File: src/hw/pmc_pkg.sv
// Package with the address map, field positions and reset value of the misc bus configuration register.
`default_nettype none
package pmc_pkg;
  localparam int unsigned ADDR_W = 12;
  localparam logic [ADDR_W-1:0] MISC_BUS_CONFIG_OFFSET = 12'h0F0;
  localparam logic [31:0] MISC_BUS_CONFIG_RESET = 32'h0000_2400;
  localparam logic [31:0] MISC_BUS_CONFIG_WMASK = 32'h0000_A407;
  localparam int unsigned WAKE_FROM_COLD_OFF_BIT = 15;
  localparam int unsigned WAKE_FROM_LIGHT_SLEEP_BIT = 13;
  localparam int unsigned LIGHT_SLEEP_STATE_BIT = 10;
  localparam int unsigned LINK_CLOCK_GATE_OVERRIDE_BIT = 2;
  localparam int unsigned BUS_CLOCK_GATE_OVERRIDE_BIT = 1;
  localparam int unsigned KEEP_BUS_CLOCK_BIT = 0;
  localparam logic [1:0] PWR_STATE_D0 = 2'h0;
  localparam logic [1:0] PWR_STATE_D3 = 2'h3;
  typedef enum logic [1:0] {
    PMC_IDLE,
    PMC_ACCESS,
    PMC_DONE
  } pmc_apb_state_t;
endpackage
`default_nettype wire

File: src/hw/pmc_misc_bus_config.sv
// Misc bus configuration register: APB slave, capability copies, clock gate overrides and clock keep-alive.
`default_nettype none

// Summary of operation
// - Reserved bits 31-16, 14, 12-11, 9-3 read zero; writes there ignored.
// - Bit 15 drives the cold-off wake capability bit in the capabilities register.
// - Bits 15, 13, 10 survive bus reset and D3 to D0 transitions.
// - Bit 13 drives light-sleep wake capability; cleared means unsupported.
// - Bit 10 drives light-sleep state capability; cleared means state unsupported.
// - Bit 2 set stops gating of the internal link clock.
// - Bit 1 set stops gating of the internal bus clock.
// - Bit 0 set keeps the bus clock running through the clock-run protocol.
// - Bit 0 clear lets the system stop the bus clock.
module pmc_misc_bus_config
  import pmc_pkg::*;
(
  input  wire logic              pclk,
  input  wire logic              presetn,
  input  wire logic              psel,
  input  wire logic              penable,
  input  wire logic              pwrite,
  input  wire logic [ADDR_W-1:0] paddr,
  input  wire logic [31:0]       pwdata,
  input  wire logic [3:0]        pstrb,
  output logic                   pready,
  output logic [31:0]            prdata,
  output logic                   pslverr,
  input  wire logic              bus_reset_input_n,
  input  wire logic [1:0]        power_state,
  input  wire logic              link_idle,
  input  wire logic              bus_idle,
  input  wire logic              clock_stop_request,
  output logic                   wake_from_cold_off_cap,
  output logic                   wake_from_light_sleep_cap,
  output logic                   light_sleep_state_cap,
  output logic                   link_clock_gate_override,
  output logic                   bus_clock_gate_override,
  output logic                   keep_bus_clock,
  output logic                   link_clock_stop,
  output logic                   bus_clock_stop,
  output logic                   bus_clock_stop_allow
);

  // Transfer sequencing and the registered answer to the host.
  pmc_apb_state_t state_q;
  pmc_apb_state_t state_d;
  logic           pready_q;
  logic           pready_d;
  logic [31:0]    prdata_q;
  logic [31:0]    prdata_d;
  logic           pslverr_q;
  logic           pslverr_d;

  // Stored configuration, one flip-flop per bit position.
  logic [31:0]    cfg_q;
  logic [31:0]    cfg_d;

  // Power state seen at the previous edge, to spot the D3 to D0 step.
  logic [1:0]     pwr_prev_q;
  logic [1:0]     pwr_prev_d;

  // Requests towards the clock gating and clock-run logic.
  logic           link_stop_q;
  logic           link_stop_d;
  logic           bus_stop_q;
  logic           bus_stop_d;
  logic           stop_allow_q;
  logic           stop_allow_d;

  // Bus decode.
  wire            setup_cyc;
  wire            access_cyc;
  wire            addr_hit;
  wire            wr_commit;
  wire            rd_access;
  wire            err_access;
  wire     [31:0] lane_mask;
  wire     [31:0] wr_mask;
  wire     [31:0] rd_value;

  // Soft resets and sticky positions.
  wire            d3_to_d0;
  wire            soft_rst;
  wire     [31:0] sticky_msk;

  // Stored fields by name.
  wire            cold_off_bit;
  wire            light_wake_bit;
  wire            light_state_bit;
  wire            link_override_bit;
  wire            bus_override_bit;
  wire            keep_clock_bit;

  // Gating permissions.
  wire            link_gate_ok;
  wire            bus_gate_ok;
  wire            clock_stop_ok;

  assign setup_cyc  = psel && !penable;
  assign access_cyc = psel && penable && (state_q == PMC_ACCESS);
  assign addr_hit   = (paddr[ADDR_W-1:2] == MISC_BUS_CONFIG_OFFSET[ADDR_W-1:2]);
  // The write lands at the edge where pready is high, never earlier.
  assign wr_commit  = psel && penable && pready_q && pwrite && addr_hit;
  assign rd_access  = access_cyc && !pwrite && addr_hit;
  assign err_access = access_cyc && !addr_hit;

  // Byte lanes: each strobe enables its eight data bits.
  genvar lane_idx;
  generate
    for (lane_idx = 0; lane_idx < 4; lane_idx++) begin : g_lane
      assign lane_mask[lane_idx*8 +: 8] = {8{pstrb[lane_idx]}};
    end
  endgenerate

  assign wr_mask    = lane_mask & MISC_BUS_CONFIG_WMASK;
  // Reserved positions are never stored, so masking the read is a second guard only.
  assign rd_value   = cfg_q & MISC_BUS_CONFIG_WMASK;

  // A return from D3 to D0 clears the volatile bits the same way a bus reset does.
  // The power state is compared edge to edge, so a step through D1 or D2 is not seen.
  assign d3_to_d0   = (pwr_prev_q == PWR_STATE_D3) && (power_state == PWR_STATE_D0);
  assign soft_rst   = !bus_reset_input_n || d3_to_d0;
  assign sticky_msk = (32'h0000_0001 << WAKE_FROM_COLD_OFF_BIT)
                    | (32'h0000_0001 << WAKE_FROM_LIGHT_SLEEP_BIT)
                    | (32'h0000_0001 << LIGHT_SLEEP_STATE_BIT);

  assign cold_off_bit      = cfg_q[WAKE_FROM_COLD_OFF_BIT];
  assign light_wake_bit    = cfg_q[WAKE_FROM_LIGHT_SLEEP_BIT];
  assign light_state_bit   = cfg_q[LIGHT_SLEEP_STATE_BIT];
  assign link_override_bit = cfg_q[LINK_CLOCK_GATE_OVERRIDE_BIT];
  assign bus_override_bit  = cfg_q[BUS_CLOCK_GATE_OVERRIDE_BIT];
  assign keep_clock_bit    = cfg_q[KEEP_BUS_CLOCK_BIT];

  assign link_gate_ok  = !link_override_bit;
  assign bus_gate_ok   = !bus_override_bit;
  assign clock_stop_ok = !keep_clock_bit;

  // One loop for every bit position: reserved bits stay zero, sticky bits
  // ignore soft resets, volatile bits return to their reset value.
  genvar bit_idx;
  generate
    for (bit_idx = 0; bit_idx < 32; bit_idx++) begin : g_cfg_bit
      wire bit_writable;
      wire bit_sticky;
      wire bit_write;
      wire bit_merged;
      wire bit_volatile_rst;

      assign bit_writable     = MISC_BUS_CONFIG_WMASK[bit_idx];
      assign bit_sticky       = sticky_msk[bit_idx];
      assign bit_write        = wr_commit && wr_mask[bit_idx];
      assign bit_merged       = bit_write ? pwdata[bit_idx] : cfg_q[bit_idx];
      // A soft reset in the same cycle as a write wins for the volatile bits.
      assign bit_volatile_rst = soft_rst && !bit_sticky;

      assign cfg_d[bit_idx] = !bit_writable    ? 1'b0
                            : bit_volatile_rst ? MISC_BUS_CONFIG_RESET[bit_idx]
                            : bit_merged;

      always_ff @(posedge pclk or negedge presetn) begin
        if (!presetn) begin
          cfg_q[bit_idx] <= MISC_BUS_CONFIG_RESET[bit_idx];
        end else begin
          cfg_q[bit_idx] <= cfg_d[bit_idx];
        end
      end
    end
  endgenerate

  // One wait state: the answer is registered so every bus output comes from a flip-flop.
  // Timing of one transfer, counted in cycles:
  //   c0  setup, psel high and penable low;
  //   c1  access, penable high, the answer is prepared;
  //   c2  pready high with read data or the error flag;
  //   the write lands at the edge that ends c2.
  // The cost is a fixed wait state on every transfer, which a
  // configuration register can easily afford.
  always_comb begin
    state_d = state_q;
    case (state_q)
      PMC_IDLE: begin
        if (setup_cyc) begin
          state_d = PMC_ACCESS;
        end else begin
          state_d = PMC_IDLE;
        end
      end
      PMC_ACCESS: begin
        if (access_cyc) begin
          state_d = PMC_DONE;
        end else if (psel) begin
          state_d = PMC_ACCESS;
        end else begin
          state_d = PMC_IDLE;
        end
      end
      PMC_DONE: begin
        if (setup_cyc) begin
          state_d = PMC_ACCESS;
        end else begin
          state_d = PMC_IDLE;
        end
      end
      default: begin
        state_d = PMC_IDLE;
      end
    endcase
  end

  // The answer stands for exactly the one cycle in which pready is high.
  assign pready_d     = (state_d == PMC_DONE);
  assign prdata_d     = rd_access ? rd_value : 32'h0000_0000;
  assign pslverr_d    = err_access;
  assign pwr_prev_d   = power_state;
  assign link_stop_d  = link_idle && link_gate_ok;
  assign bus_stop_d   = bus_idle && bus_gate_ok;
  assign stop_allow_d = clock_stop_request && clock_stop_ok;

  always_ff @(posedge pclk or negedge presetn) begin
    if (!presetn) begin
      state_q <= PMC_IDLE;
    end else begin
      state_q <= state_d;
    end
  end

  always_ff @(posedge pclk or negedge presetn) begin
    if (!presetn) begin
      pready_q <= 1'b0;
    end else begin
      pready_q <= pready_d;
    end
  end

  always_ff @(posedge pclk or negedge presetn) begin
    if (!presetn) begin
      prdata_q <= 32'h0000_0000;
    end else begin
      prdata_q <= prdata_d;
    end
  end

  always_ff @(posedge pclk or negedge presetn) begin
    if (!presetn) begin
      pslverr_q <= 1'b0;
    end else begin
      pslverr_q <= pslverr_d;
    end
  end

  always_ff @(posedge pclk or negedge presetn) begin
    if (!presetn) begin
      pwr_prev_q <= PWR_STATE_D0;
    end else begin
      pwr_prev_q <= pwr_prev_d;
    end
  end

  // Registering the stop requests costs a cycle of latency but keeps
  // decode glitches away from the clock gating cells.
  always_ff @(posedge pclk or negedge presetn) begin
    if (!presetn) begin
      link_stop_q <= 1'b0;
    end else begin
      link_stop_q <= link_stop_d;
    end
  end

  always_ff @(posedge pclk or negedge presetn) begin
    if (!presetn) begin
      bus_stop_q <= 1'b0;
    end else begin
      bus_stop_q <= bus_stop_d;
    end
  end

  always_ff @(posedge pclk or negedge presetn) begin
    if (!presetn) begin
      stop_allow_q <= 1'b0;
    end else begin
      stop_allow_q <= stop_allow_d;
    end
  end

  // Every output below is a flip-flop or a single stored bit.
  assign pready                    = pready_q;
  assign prdata                    = prdata_q;
  assign pslverr                   = pslverr_q;
  assign wake_from_cold_off_cap    = cold_off_bit;
  assign wake_from_light_sleep_cap = light_wake_bit;
  assign light_sleep_state_cap     = light_state_bit;
  assign link_clock_gate_override  = link_override_bit;
  assign bus_clock_gate_override   = bus_override_bit;
  assign keep_bus_clock            = keep_clock_bit;
  assign link_clock_stop           = link_stop_q;
  assign bus_clock_stop            = bus_stop_q;
  assign bus_clock_stop_allow      = stop_allow_q;

endmodule
`default_nettype wire

File: config.mk
export PLATFORM = sky130hd
export DESIGN_NAME = pmc_misc_bus_config
export DESIGN_NICKNAME = d
export VERILOG_FILES = /design/src/hw/pmc_pkg.sv /design/src/hw/pmc_misc_bus_config.sv
export SDC_FILE = /design/constraint.sdc
export NUM_CORES = 1
export LEC_CHECK = 0
export ABC_AREA = 1
export BUFFER_PORTS_ARGS = -buffer_cell sky130_fd_sc_hd__clkbuf_2
export CAP_MARGIN = 10
export CORE_ASPECT_RATIO = 0.8
export CORE_UTILIZATION = 37
export CTS_BUF_LIST = sky130_fd_sc_hd__clkbuf_8
export DETAILED_ROUTE_END_ITERATION = 10
export PLACE_DENSITY = 0.93
export RECOVER_POWER = 25
export SLEW_MARGIN = 30
export SYNTH_ARGS = -nofsm -noshare
export SYNTH_HDL_FRONTEND = slang
export SYNTH_SLANG_ARGS = --single-unit
File: constraint.sdc
create_clock -name pclk -period 1.2 [get_ports pclk]
set_input_delay 0.12 -clock pclk [delete_from_list [all_inputs] [get_ports pclk]]
set_output_delay 0.12 -clock pclk [all_outputs]
set_load 0.01 [all_outputs]
Yosys cells after proc, flatten, opt, wreduce, memory -nomap -nowiden
Cells that the tools add are included.
{ "totals": {"ff_bits": 47, "out_inout_bits": 43, "wordCells": 57, "inputBits": 59} }
{ "classes": {"n_reduce_logical": 27, "eq_ne": 5, "muxes": 11} }
{ "op_table": {"columns": ["op", "n"], "rows": [
  ["$mux W16", 1],
  ["$logic_and A1 B1 Y1", 15],
  ["$eq A10 B6 Y1 const B", 1],
  ["$mux W1", 8],
  ["$logic_not A1 Y1", 7],
  ["$eq A2 B2 Y1 const B", 3],
  ["$logic_not A2 Y1", 2],
  ["$pmux W2 S2", 1],
  ["$eq A2 B1 Y1 const B", 1],
  ["$mux W2", 1],
  ["$reduce_bool A2 Y1", 1],
  ["$reduce_or A2 Y1", 1],
  ["$logic_or A1 B1 Y1", 1]
]} }

Depth between registers and ports, before layout
Gate-level depths: netlist (run 1).
{ "logic_depth": {"word_depth": 7, "mapped_depth": 7, "mapped_depth_nobuf": 7} }

Worst setup path after synthesis (run 1)
Ideal clock, no wire load.
{ "synth_timing": {"kind": "register -> register", "from": "register pready_q, in the netlist pready", "to": "register cfg_q[15], in the netlist wake_from_cold_off_cap", "path_slack_ns": 0.094, "n_path_buf": 0, "period_less_slack_ns": 1.106, "required_time_ns": 1.083, "setup_time_ns": 0.117, "path_stages_with_launch": 8, "arrival_time_ns": 0.990, "cell_sequence": "dfrtp_1 > nand2_1 > inv_2 > nand2_4 > nor3_4 > nand2_2 > nand2_1 > nand2_1"} }
{ "synth_via": {"elab_chain_cells": 4} }
{ "synth_rtl": {"columns": ["item", "line", "text"], "rows": [
  ["from (decl)", "pmc_misc_bus_config.sv:47", "logic pready_q;"],
  ["from (signal assigned)", "pmc_misc_bus_config.sv:231", "pready_q <= pready_d;"],
  ["$logic_and A1 B1 Y1 (3 in series)", "pmc_misc_bus_config.sv:103", "assign wr_commit = psel && penable && pready_q && pwrite && addr_hit;"],
  ["$logic_and A1 B1 Y1", "pmc_misc_bus_config.sv:151", "assign bit_write = wr_commit && wr_mask[bit_idx];"],
  ["to (signal, indexed assignment)", "pmc_misc_bus_config.sv:162", "cfg_q[bit_idx] <= MISC_BUS_CONFIG_RESET[bit_idx];"],
  ["to (signal, indexed assignment)", "pmc_misc_bus_config.sv:164", "cfg_q[bit_idx] <= cfg_d[bit_idx];"],
  ["to (decl)", "pmc_misc_bus_config.sv:55", "logic [31:0] cfg_q;"]
]} }
No other way between the ends.
A chain may end at the register's enable or synchronous reset.

Final worst setup path (run 1)
{ "layout_timing": {"from": "register state_q[1]", "to": "register prdata_q[2], in the netlist prdata[2]"} }
{ "layout_via": {"elab_chain_cells": 5} }
{ "layout_rtl": {"columns": ["item", "line", "text"], "rows": [
  ["from (decl)", "pmc_misc_bus_config.sv:45", "pmc_apb_state_t state_q;"],
  ["from (signal assigned)", "pmc_misc_bus_config.sv:223", "state_q <= state_d;"],
  ["$eq A2 B1 Y1", "pmc_misc_bus_config.sv:100", "assign access_cyc = psel && penable && (state_q == PMC_ACCESS);"],
  ["$logic_and A1 B1 Y1", "pmc_misc_bus_config.sv:100", null],
  ["$logic_and A1 B1 Y1 (2 in series)", "pmc_misc_bus_config.sv:104", "assign rd_access = access_cyc && !pwrite && addr_hit;"],
  ["$mux W16", "pmc_misc_bus_config.sv:212", "assign prdata_d = rd_access ? rd_value : 32'h0000_0000;"],
  ["via prdata_d[2]", "pmc_misc_bus_config.sv:50", "logic [31:0] prdata_d;"],
  ["to (signal assigned)", "pmc_misc_bus_config.sv:239", "prdata_q <= prdata_d;"],
  ["to (decl)", "pmc_misc_bus_config.sv:49", "logic [31:0] prdata_q;"]
]} }
The timed path passes the listed nets, and every way through them passes these cells.

==> results by stage, run 1 <==
Status:
- The run finished with clean final reports.

Synth:
- The number of synthesis warnings is 0.
- The area fraction of the dominant cell type after synthesis is approximately 45%.
- After synthesis the netlist holds a flip-flop and latch count of 21.
- Sorting the synthesized cells by area gives the leading types as sky130_fd_sc_hd__dfrtp_1 (45%), sky130_fd_sc_hd__buf_4 (19%), sky130_fd_sc_hd__nand2_1 (5.7%), sky130_fd_sc_hd__dfstp_2 (5.0%), sky130_fd_sc_hd__nor2_2 (4.8%).
- The average instance area after synthesis is 9.15 um^2.
- The distinct cell type count of the synthesized netlist is 17.
- Of all cell types, the one taking the most synthesized area is sky130_fd_sc_hd__dfrtp_1.
- The cell count after synthesis is about 120.
- The combined area of all synthesized cells is between 1000 and 1500 um^2.
- The sequential fraction of the synthesis area is between 50% and 60%.

GRT:
- The pin count of the biggest net entering global routing is 22.
- The overall overflow remaining after global route is 0.
- The initial antenna violation count is 0.
- The global router's overall resource usage is 12.4%.
- The first global-routing pass estimated around 2.7 mm of wire.
- The via count of the first global-routing pass is 660.

Clock tree:
- The number of H-tree branching levels is 1.
- Clock-pin slew was measured on the worst setup and hold paths at 0.07 ns.
- The clock latency on the worst-skew pair is approximately 0.25 ns.
- The number of buffers inserted by post-CTS setup repair is 0.
- In this run the deepest clock path goes through 2 buffers.
- TritonCTS built the clock tree.
- Counting the buffers created by CTS gives 3.
- The clock net in this run drives a total of 21 sinks.
- The tree is rooted in a sky130_fd_sc_hd__clkbuf_8.

Power:
- In this run the static leakage power is between 0.7 and 0.8 nW.
- VDD sags by at most 0.432 mV.
- For this design the ratio of total power to cell area is roughly 1000 nW/um^2.

Critical path:
- The launching point of the worst reg2reg path is state_q[1].
- The worst setup path endpoint is prdata[2].
- The worst register-to-register path ends at prdata[2].
- The data required time at the worst endpoint is between 1 and 1.5 ns.
- The maximum fanout count along the critical path is 6.
- Counting buffers and inverters, the worst setup path is 5 cells deep.
- Traced cell by cell, the critical path runs through nor3_4 -> inv_2 -> nor2_2 -> nand2_2 -> nor2_2.
- The endpoint type of the worst setup path is a register.
- The critical path class is reg -> reg.
- The largest stage delay on the critical path is 0.43 ns.
- The most critical setup path has its startpoint at state_q[1].
- The number of cells on the worst reg-to-reg path is 5.
- In this design, the critical path's most frequently occurring cell is sky130_fd_sc_hd__nor2_2.
- At the worst endpoint, the arrival time is 1.32 ns.
- The number of buffers and inverters on the critical path is 1.
- The slowest stage of the critical path is the sky130_fd_sc_hd__dfrtp_1 cell.
- Across all register-to-register paths, the minimum setup slack is 0.07 ns.
- Among cell families on the critical path, the largest total delay comes from simple AND/OR/NAND/NOR gates.
- The worst setup path is launched from a register.

STA:
- Setup violations remaining at the end of the flow were counted as 0.
- Setup repair after global routing could not meet its margin everywhere.
- The max-slew violation count was 0.
- Hold is met by ~0.035 ns.
- The routed design could run at a clock period as short as 1.13 ns.
- The maximum operating frequency is between 800 and 900 MHz.
- The final-report hold violation count is 0.
- On the final layout, the worst clock skew is 0.000895 ns.
- The share of the cycle needed by the critical path after routing is roughly 94%.

Floorplan:
- The area enclosed by the die boundary is 3060 um^2.
- The floorplan has 16 rows.
- The placeable core region is 2560 um^2.
- The top-level I/O count is slightly above 100.
- The die extent in y is 49.7 um.
- The effective utilization at floorplan is 41.1%.
- In this run the horizontal extent of the chip is ~60 um.

Cells and area:
- With fillers left out, the area of the finished cells amounts to between 1000 and 1500 um^2.
- In the final design database the tool counted 226 nets.
- Summing all multi-input logic gate instances after layout gives about 380 um^2.
- The number of antenna diodes in the final layout is 0.
- The share of cells above drive strength 1 is between 40% and 50%.
- From synthesis to final layout, the design area changed by 23.9%.
- The sequential cell area in the final layout is 528 um^2.
- Fill cells in the final layout number approximately 260.
- The final core utilization is roughly half.

Routing:
- The first-pass iteration count of the detailed router is 4.
- Dividing the detail-routed wire length by the instance count gives a little under 9 um.
- The detailed router finished its first iteration with 13 violations.
- The via count normalized by instance count is about 3.9.
- The routed layout has slightly below 800 vias.
- After detailed routing, the total wire length is about 1.8 mm.
- The DRC violation count after routing is 0.
- The antenna violation net count after detailed routing is 0.

Hold path:
- The worst min-delay path category is in -> reg.
- The startpoint of the worst hold path is penable.

Placement:
- After legalization and detailed placement, the total HPWL measured approximately 1.5 mm.
- The congestion estimate from routability-driven global placement came to ~0.8.
- Summing all placed instances gives a cell area of ~1200 um^2.
- The number of buffer cells added on primary ports is 45.

Flow run:
- The max capacitance violation total is 0.
-- worst min-delay path by stage --
stage                                          to  depth (start not counted)
after floorplan           bus_clock_gate_override                          0
after global placement       bus_clock_stop_allow                          1
after detailed placement     bus_clock_stop_allow                          1
after CTS                              state_q[0]                          2
after global routing                   state_q[0]                          2
final                                  state_q[0]                          2
-- power breakdown --
part	switching [mW]	internal [mW]
logic	0.0949	0.0520
clock network	0.216	0.231
registers	0.00516	0.720
total	0.316	1.00
-- synthesized netlist by cell type (all sizes together) --
library cell  count
nand4             3
nor3              3
dfrtp            19
inv              15
dfstp             2
nand2            20
nand3             7
conb              1
nor2             18
buf              26
a31oi             1
-- layout make-up --
| class | count | share of cell area (%) |
|---|---|---|
| tap | 36 | 3.45 |
| clock buffer | 3 | 3.17 |
| clock inverter | 1 | 0.384 |
| timing repair buffer | 48 | 19.4 |
| sequential | 21 | 40.5 |
| multi-input combinational | 78 | 28.8 |
| inverter | 15 | 4.32 |
-- stage by stage --
stage / power (mW) / TNS [ns] / worst slack [ns] / instances
final: 1.32 / 0 / 0.0741 / 202
after global routing: 1.38 / -0.127 / -0.0434 / 202
after CTS: 1.32 / 0 / 0.0179 / 202
after detailed placement: 0.877 / 0 / 0.0332 / 195
after global placement: 0.873 / 0 / 0.0734 / 195
after floorplan: 0.865 / 0 / 0.0936 / 140
-- placed cells by master, fill, tap and decap left out, types with 2 or more instances in the layout --
cell | Yosys | routed
sky130_fd_sc_hd__dfrtp_1 | 19 | 19
sky130_fd_sc_hd__nand2_2 | 3 | 4
sky130_fd_sc_hd__nor3_4 | 1 | 2
sky130_fd_sc_hd__nand3_1 | 7 | 7
sky130_fd_sc_hd__nand4_1 | 3 | 3
sky130_fd_sc_hd__clkbuf_2 | 0 | 43
sky130_fd_sc_hd__inv_1 | 12 | 12
sky130_fd_sc_hd__dfstp_2 | 2 | 2
sky130_fd_sc_hd__clkbuf_1 | 0 | 2
sky130_fd_sc_hd__dlygate4sd3_1 | 0 | 3
sky130_fd_sc_hd__nand2_1 | 16 | 15
sky130_fd_sc_hd__clkbuf_8 | 0 | 3
sky130_fd_sc_hd__nor2_2 | 8 | 8
sky130_fd_sc_hd__nor2_1 | 10 | 10
sky130_fd_sc_hd__conb_1 | 1 | 26
sky130_fd_sc_hd__inv_2 | 3 | 3
-- state kept, by name (all words and copies together) (netlist names) --
name,cells
pslverr,1
link_clock_stop,1
pwr_prev_q,2
pready,1
prdata,6
wake_from_light_sleep_cap,1
wake_from_cold_off_cap,1
bus_clock_stop_allow,1
bus_clock_gate_override,1
link_clock_gate_override,1
light_sleep_state_cap,1
keep_bus_clock,1
state_q,2
bus_clock_stop,1
-- per-layer routing --
layer | up-vias | GRT usage [%] | wire [um]
met5 | - | 0 | 0
met3 | 4 | 2.10 | 126
li1 | 399 | - | -
met2 | 40 | 22.4 | 935
met4 | 0 | 7.78 | 43
met1 | 350 | 12.9 | 680
-- timing repair --
action,4_1_cts,5_1_grt
gates resized for setup,0,2
hold endpoints to repair,21,0
endpoints found under the setup margin,0,12
hold buffers,3,0
-- cell families (layout without fill, tap and decap cells) --
logic type / Yosys count / in the layout / synth area share (%)
buffers and inverters: 41 / 67 / 23.9
AO/OA/AOI/OAI: 1 / 1 / 0.595
flip-flops: 21 / 21 / 50.2
other: 1 / 26 / 0.356
AND/OR/NAND/NOR: 51 / 51 / 25.0
(Power assumes the default switching activity.)
==> inputs of run 2 (changes only) <==
- CORE_UTILIZATION: 37 -> 33
- PLACE_DENSITY: 0.93 -> 0.88
- clock period: 1.2 -> 1 ns (I/O delays scaled with it)
==> results by stage, run 2 (same netlist as run 1, synthesis figures left out) <==
Cells and area:
- The total number of nets in the final design came to 234 (+3.5%).
- The most common cell after layout, fill and taps aside is sky130_fd_sc_hd__clkbuf_2.
- The sequential cell area in the final layout is 528 um^2 (unchanged).
- The flip-flop count of the largest register, all copies and words added is 6 (unchanged).
- Leaving out fill and tap cells, the most frequent cells in the layout are sky130_fd_sc_hd__clkbuf_2 (40), sky130_fd_sc_hd__conb_1 (26), sky130_fd_sc_hd__dfrtp_1 (19).
- From synthesis to final layout, the design area changed by 34.5%.
- The count of inserted antenna diode cells is 0 (unchanged).
- The final standard cell area without fillers is 1420 um^2 (+8.5%).
- The multi-input logic area is 402 um^2 (+7.0%).
- The final core utilization is 48.9% (-2.0 points).
- The layout filler cell count is 302 (+14%).
- The number of non-filler instances in the completed layout was 212 (+5.0%).
- The share of cells above drive strength 1 is 46.0% (+5.6 points).

Power:
- The worst supply voltage drop on vdd is 0.881 mV (+100%).
- The power density normalized to cell area came to 1140 nW/um^2 (+13%).
- The static leakage is 0.826 nW (+9.4%).
- The overall power of the completed layout was 1.61 mW (+22%).

Placement:
- The placed cell count was 201 (+3.1%).
- The detailed-placement wirelength estimate came to 1.47 mm (+1.1%).
- The post-placement worst setup slack is -0.119 ns (-0.152 ns).
- The placement-stage cell area was 1250 um^2 (+2.7%).
- The global placer's final weighted congestion is 0.744 (-8.4%).
- The number of buffer cells added on primary ports is 45 (unchanged).

Flow run:
- The max capacitance violation total is 0 (unchanged).

Critical path:
- The critical path class is reg -> reg.
- The maximum fanout count along the critical path came to 7 (+1).
- The worst setup path is launched from a register.
- The data required time at the worst endpoint is 1.16 ns (-0.23 ns).
- The arrival time of data at the critical path endpoint is 1.20 ns (-0.12 ns).
- The worst setup path is captured at a register.

Clock tree:
- The number of buffers on the longest clock path is 2 (unchanged).
- TritonCTS built the clock tree.
- The total clock sinks was 21 (unchanged).
- The clock transition at the registers of the reported paths was 0.08 ns (about the same).
- The number of H-tree branching levels is 1 (unchanged).
- The number of buffers inserted during clock tree synthesis is 3 (unchanged).
- Clock tree synthesis selected as its root buffer the cell sky130_fd_sc_hd__clkbuf_8.
- The clock latency on the worst-skew pair is 0.26 ns (about the same).

Floorplan:
- The effective utilization at floorplan is 36.4% (-4.7 points).
- The placeable core region was 2890 um^2 (+13%).
- The floorplan die width is 65.1 um (+5.7%).
- The top-level I/O count came to 102 (unchanged).
- The die extent in y came to 52.5 um (+5.6%).
- The area enclosed by the die boundary came to 3420 um^2 (+12%).
- The number of standard-cell rows in the floorplan came to 17 (+1).

Routing:
- The first-pass iteration count of the detailed router is 4 (unchanged).
- The total via count after detailed routing is 855 (+7.8%).
- The average routed wire per standard cell came to 9.13 um (+3.3%).
- The wire length reported by the detailed router was 1.94 mm (+8.4%).
- The via count normalized by instance count is 4.03 (+2.7%).
- The DRC violation count after routing is 0 (unchanged).
- The antenna violation net count after detailed routing is 0 (unchanged).
- The DRC marker count from the first detailed-route iteration is 14 (+1).

STA:
- The clock period minus final worst setup slack is 1.04 ns (-0.0832 ns).
- The maximum operating frequency is 959 MHz (+8.0%).
- The smallest setup slack after layout is -0.0428 ns (-0.117 ns).
- The final total negative setup slack is -0.302 ns (-0.302 ns).
- The worst hold margin came to 0.0115 ns (-0.0238 ns).
- The final clock skew is 0.00126 ns (+0.000365 ns).
- The number of endpoints failing setup at the final stage came to 9 (+9).
- The final-report hold violation count was 0 (unchanged).
- Setup repair after global routing could not meet its margin everywhere.
- The max-slew violation count is 0 (unchanged).
- The share of the cycle needed by the critical path after routing is 104% (+10 points).

GRT:
- The initial antenna violation count is 0 (unchanged).
- The pin count of the biggest net entering global routing is 22 (unchanged).
- The via count of the first global-routing pass is 748 (+13%).
- The global router's overall resource usage is 12.7% (+0.30 points).
- The wire length of the first global-routing pass is 3.11 mm (+14%).
- The overall overflow remaining after global route was 0 (unchanged).

Status:
- The checks that failed: negative setup slack.
- The flow ran to the end, but the final reports show violations.

Hold path:
- The worst min-delay path category is in -> reg.
## run 2: repair_timing
action,CTS,global route
resized for setup,1,15
endpoints found under the setup margin,14,15
pin swaps,1,3
buffers inserted,3,1
endpoints found under the hold margin,21,0
hold buffers,3,0
## run 2: critical path, stage by stage (launching register included)
cell and delay, ns:
sky130_fd_sc_hd__dfrtp_1 0.35, sky130_fd_sc_hd__nand2_1 0.06, sky130_fd_sc_hd__inv_2 0.06, sky130_fd_sc_hd__nand2_4 0.05
sky130_fd_sc_hd__nor3_4 0.11, sky130_fd_sc_hd__buf_6 0.15, sky130_fd_sc_hd__nand2_4 0.06, sky130_fd_sc_hd__nand2_2 0.06
sky130_fd_sc_hd__nand2_2 0.04
## run 2: worst paths after layout
check / startpoint / end / slack, ns / cells past startpoint
max: pready / wake_from_cold_off_cap / -0.04 / 8
min: penable / state_q[0] / 0.01 / 2
max reg2reg: pready / wake_from_cold_off_cap / -0.04 / 8
min reg2reg: bus_clock_gate_override / bus_clock_stop / 0.48 / 1
max in group asynchronous: presetn / wake_from_light_sleep_cap / 0.31 / 2
min in group asynchronous: presetn / prdata[1] / 0.34 / 2
## run 2: routing by layer
layer  GRT usage, %  share of wire [%]  vias to the layer above
met5              0                  0                        -
met4           3.26               0.57                        0
met3           5.22                7.7                        2
met2           24.8                 55                       46
met1           12.5                 37                      392
li1               -                  -                      415
## run 2: cell type report
| type | instances | share of cell area (%) |
|---|---|---|
| clock inverters | 1 | 0.354 |
| well taps | 38 | 3.36 |
| clock buffers | 3 | 2.92 |
| flip-flops and latches | 21 | 37.3 |
| inverters | 15 | 3.98 |
| repair buffers | 56 | 23.7 |
| multi-input cells | 78 | 28.4 |
## run 2: where the power goes
group | switching (mW) | internal [mW] | total, mW
sequential | 0.00522 | 0.864 | 0.869
combinational | 0.118 | 0.0715 | 0.190
clock | 0.275 | 0.277 | 0.552
total | 0.398 | 1.21 | 1.61
==> inputs of run 3 (changes only) <==
- CORE_UTILIZATION: 33 -> 40
- PLACE_DENSITY: 0.88 -> 0.95
- clock period: 1 -> 1.3 ns (I/O delays scaled with it)
==> results by stage, run 3 (same netlist as run 1, synthesis figures left out) <==
Routing:
- The average routed wire per standard cell is 8.20 um (-10%).
- The wire length reported by the detailed router came to 1.65 mm (-15%).
- The DRC violation count after routing was 0 (unchanged).
- The via count normalized by instance count is 3.91 (-3.2%).
- The total via count after detailed routing was 785 (-8.2%).
- The first-pass iteration count of the detailed router was 4 (unchanged).
- The antenna violation net count after detailed routing was 0 (unchanged).
- The DRC marker count from the first detailed-route iteration is 11 (-3).

Cells and area:
- The total number of nets in the final design was 225 (-3.8%).
- The number of non-filler instances in the completed layout is 201 (-5.2%).
- The count of inserted antenna diode cells is 0 (unchanged).
- The share of cells above drive strength 1 is 39.4% (-6.6 points).
- The most common cell after layout, fill and taps aside is sky130_fd_sc_hd__clkbuf_2.
- In the layout the commonest cells are sky130_fd_sc_hd__clkbuf_2 (43), sky130_fd_sc_hd__conb_1 (26), sky130_fd_sc_hd__dfrtp_1 (19).
- The flip-flop count of the largest register, all copies and words added is 6 (unchanged).
- The area growth from synthesis to layout is 22.1%.

Clock tree:
- The number of H-tree branching levels is 1 (unchanged).
- TritonCTS built the clock tree.
- The number of buffers on the longest clock path was 2 (unchanged).
- The number of buffers inserted by post-CTS setup repair is 0 (-3).
- The clock latency on the worst-skew pair is 0.25 ns (about the same).
- The root buffer cell is sky130_fd_sc_hd__clkbuf_8.
- The total clock sinks was 21 (unchanged).
- The number of buffers inserted during clock tree synthesis came to 3 (unchanged).
- The clock transition at the registers of the reported paths was 0.07 ns (about the same).

STA:
- The share of the cycle needed by the critical path after routing was 91.4% (-13 points).
- The final total negative setup slack is 0 ns (+0.302 ns).
- The maximum operating frequency came to 842 MHz (-12%).
- The final clock skew came to 0.000933 ns (-0.000327 ns).
- The number of endpoints failing setup at the final stage was 0 (-9).
- Setup repair after global routing left no endpoint under its margin.
- The final-report hold violation count is 0 (unchanged).
- The clock period minus final worst setup slack came to 1.19 ns (+0.145 ns).
- The max-slew violation count came to 0 (unchanged).

Placement:
- The number of buffer cells added on primary ports is 45 (unchanged).
- The placed cell count is 195 (-3.0%).
- The detailed-placement wirelength estimate is 1.38 mm (-5.9%).
- The global placer's final weighted congestion is 0.781 (+5.0%).

Critical path:
- The largest stage delay on the critical path came to 0.39 ns (+0.04 ns).
- The number of buffers and inverters on the critical path was 1 (-1).
- The slowest library cell on the worst path is sky130_fd_sc_hd__dfrtp_1.
- The maximum fanout count along the critical path came to 6 (-1).
- The kind of cell with the highest combined delay along the critical path is simple AND/OR/NAND/NOR gates.
- The arrival time of data at the critical path endpoint is 1.37 ns (+0.17 ns).
- The worst setup path is of the reg -> reg kind.
- Counting stages on the worst path, the most repeated cell is sky130_fd_sc_hd__nor2_2.
- The reg2reg setup slack is 0.11 ns (+0.15 ns).
- The startpoint class of the critical path is a register.
- The worst setup path is captured at a register.
- Walking the worst path, the cells encountered are nor3_1 -> inv_2 -> nor2_2 -> nand2_2 -> nor2_2.
- The data required time at the worst endpoint is 1.48 ns (+0.32 ns).

Floorplan:
- The area enclosed by the die boundary is 2840 um^2 (-17%).
- The floorplan die width is 59.3 um (-8.9%).
- The effective utilization at floorplan is 42.7% (+6.4 points).
- The number of standard-cell rows in the floorplan is 16 (-1).
- The top-level I/O count is 102 (unchanged).
- The placeable core region was 2460 um^2 (-15%).
- The die extent in y is 47.9 um (-8.8%).

GRT:
- The initial antenna violation count is 0 (unchanged).
- The wire length of the first global-routing pass came to 2.68 mm (-14%).
- The global router's overall resource usage was 13.0% (+0.28 points).
- The via count of the first global-routing pass is 696 (-7.0%).
- The overall overflow remaining after global route was 0 (unchanged).
- The pin count of the biggest net entering global routing is 22 (unchanged).

Power:
- The worst supply voltage drop on vdd came to 0.355 mV (-60%).
- The static leakage came to 0.751 nW (-9.1%).
- The power density normalized to cell area is 925 nW/um^2 (-19%).

Status:
- The run finished with clean final reports.

Hold path:
- The worst hold path belongs to the class in -> reg.

Flow run:
- The max capacitance violation total came to 0 (unchanged).
run 3: changes by cell type in the layout (fill, tap and decap cells not counted), moves of 3 or more:
| cell | previous run | this run |
|---|---|---|
| sky130_fd_sc_hd__nand2_1 | 12 | 16 |
| sky130_fd_sc_hd__buf_6 | 4 | 0 |
| sky130_fd_sc_hd__clkbuf_2 | 40 | 43 |
| sky130_fd_sc_hd__buf_4 | 7 | 0 |
run 3: timing repair:
action	CTS	global route
endpoints found under the setup margin	0	4
hold buffers	2	0
hold endpoints to repair	20	0
resized for setup	0	1
run 3: final timing paths:
path,from,to,cells after the start
max,state_q[1],prdata[10],5
min,power_state[0],pwr_prev_q[0],1
max reg2reg,state_q[1],prdata[10],5
min reg2reg,state_q[1],pready,1
max in group asynchronous,presetn,light_sleep_state_cap,2
min in group asynchronous,presetn,bus_clock_stop,2
run 3: power breakdown:
group | internal [mW] | switching, mW | total [mW] | leakage (nW)
Sequential | 0.665 | 0.00450 | 0.670 | 0.273
Clock | 0.209 | 0.180 | 0.389 | 0.0269
Combinational | 0.0461 | 0.0840 | 0.130 | 0.451
Total | 0.921 | 0.268 | 1.19 | 0.751
run 3: worst reg2reg max path, cell delays in order, from the launching register on:
cell and delay [ns]:
sky130_fd_sc_hd__dfrtp_1 0.39, sky130_fd_sc_hd__nor3_1 0.32, sky130_fd_sc_hd__inv_2 0.07, sky130_fd_sc_hd__nor2_2 0.10, sky130_fd_sc_hd__nand2_2 0.13, sky130_fd_sc_hd__nor2_2 0.11
run 3: per-layer routing:
| metal | up-vias | share of wire, % | global-route usage, % |
|---|---|---|---|
| li1 | 399 | - | - |
| met1 | 337 | 38 | 13.6 |
| met2 | 45 | 51 | 24.9 |
| met3 | 4 | 7.5 | 1.89 |
| met4 | 0 | 2.5 | 9.05 |
| met5 | - | 0 | 0 |
run 3: area by class of cell:
type / count / area [um^2]
well taps: 36 / 45.0
inverters: 15 / 56.3
repair buffers: 47 / 243
multi-input cells: 78 / 368
clock inverters: 1 / 3.75
fillers: 231 / 1180
clock buffers: 3 / 41.3
flip-flops and latches: 21 / 528
run 3: stage by stage:
stage | setup slack, ns | total power [mW] | util (%) | hold slack (ns) | instance area (um^2)
after global routing | 0.0209 | 1.25 | 52.2 | 0.0159 | 1280
after detailed placement | 0.137 | 0.808 | 49.6 | 0.113 | 1220
after CTS | 0.0651 | 1.20 | 52.2 | 0.00393 | 1290
after global placement | 0.173 | 0.804 | 49.6 | 0.109 | 1220
after floorplan | 0.194 | 0.798 | - | -0.166 | 1150
final | 0.112 | 1.19 | 52.2 | 0.0104 | 1280
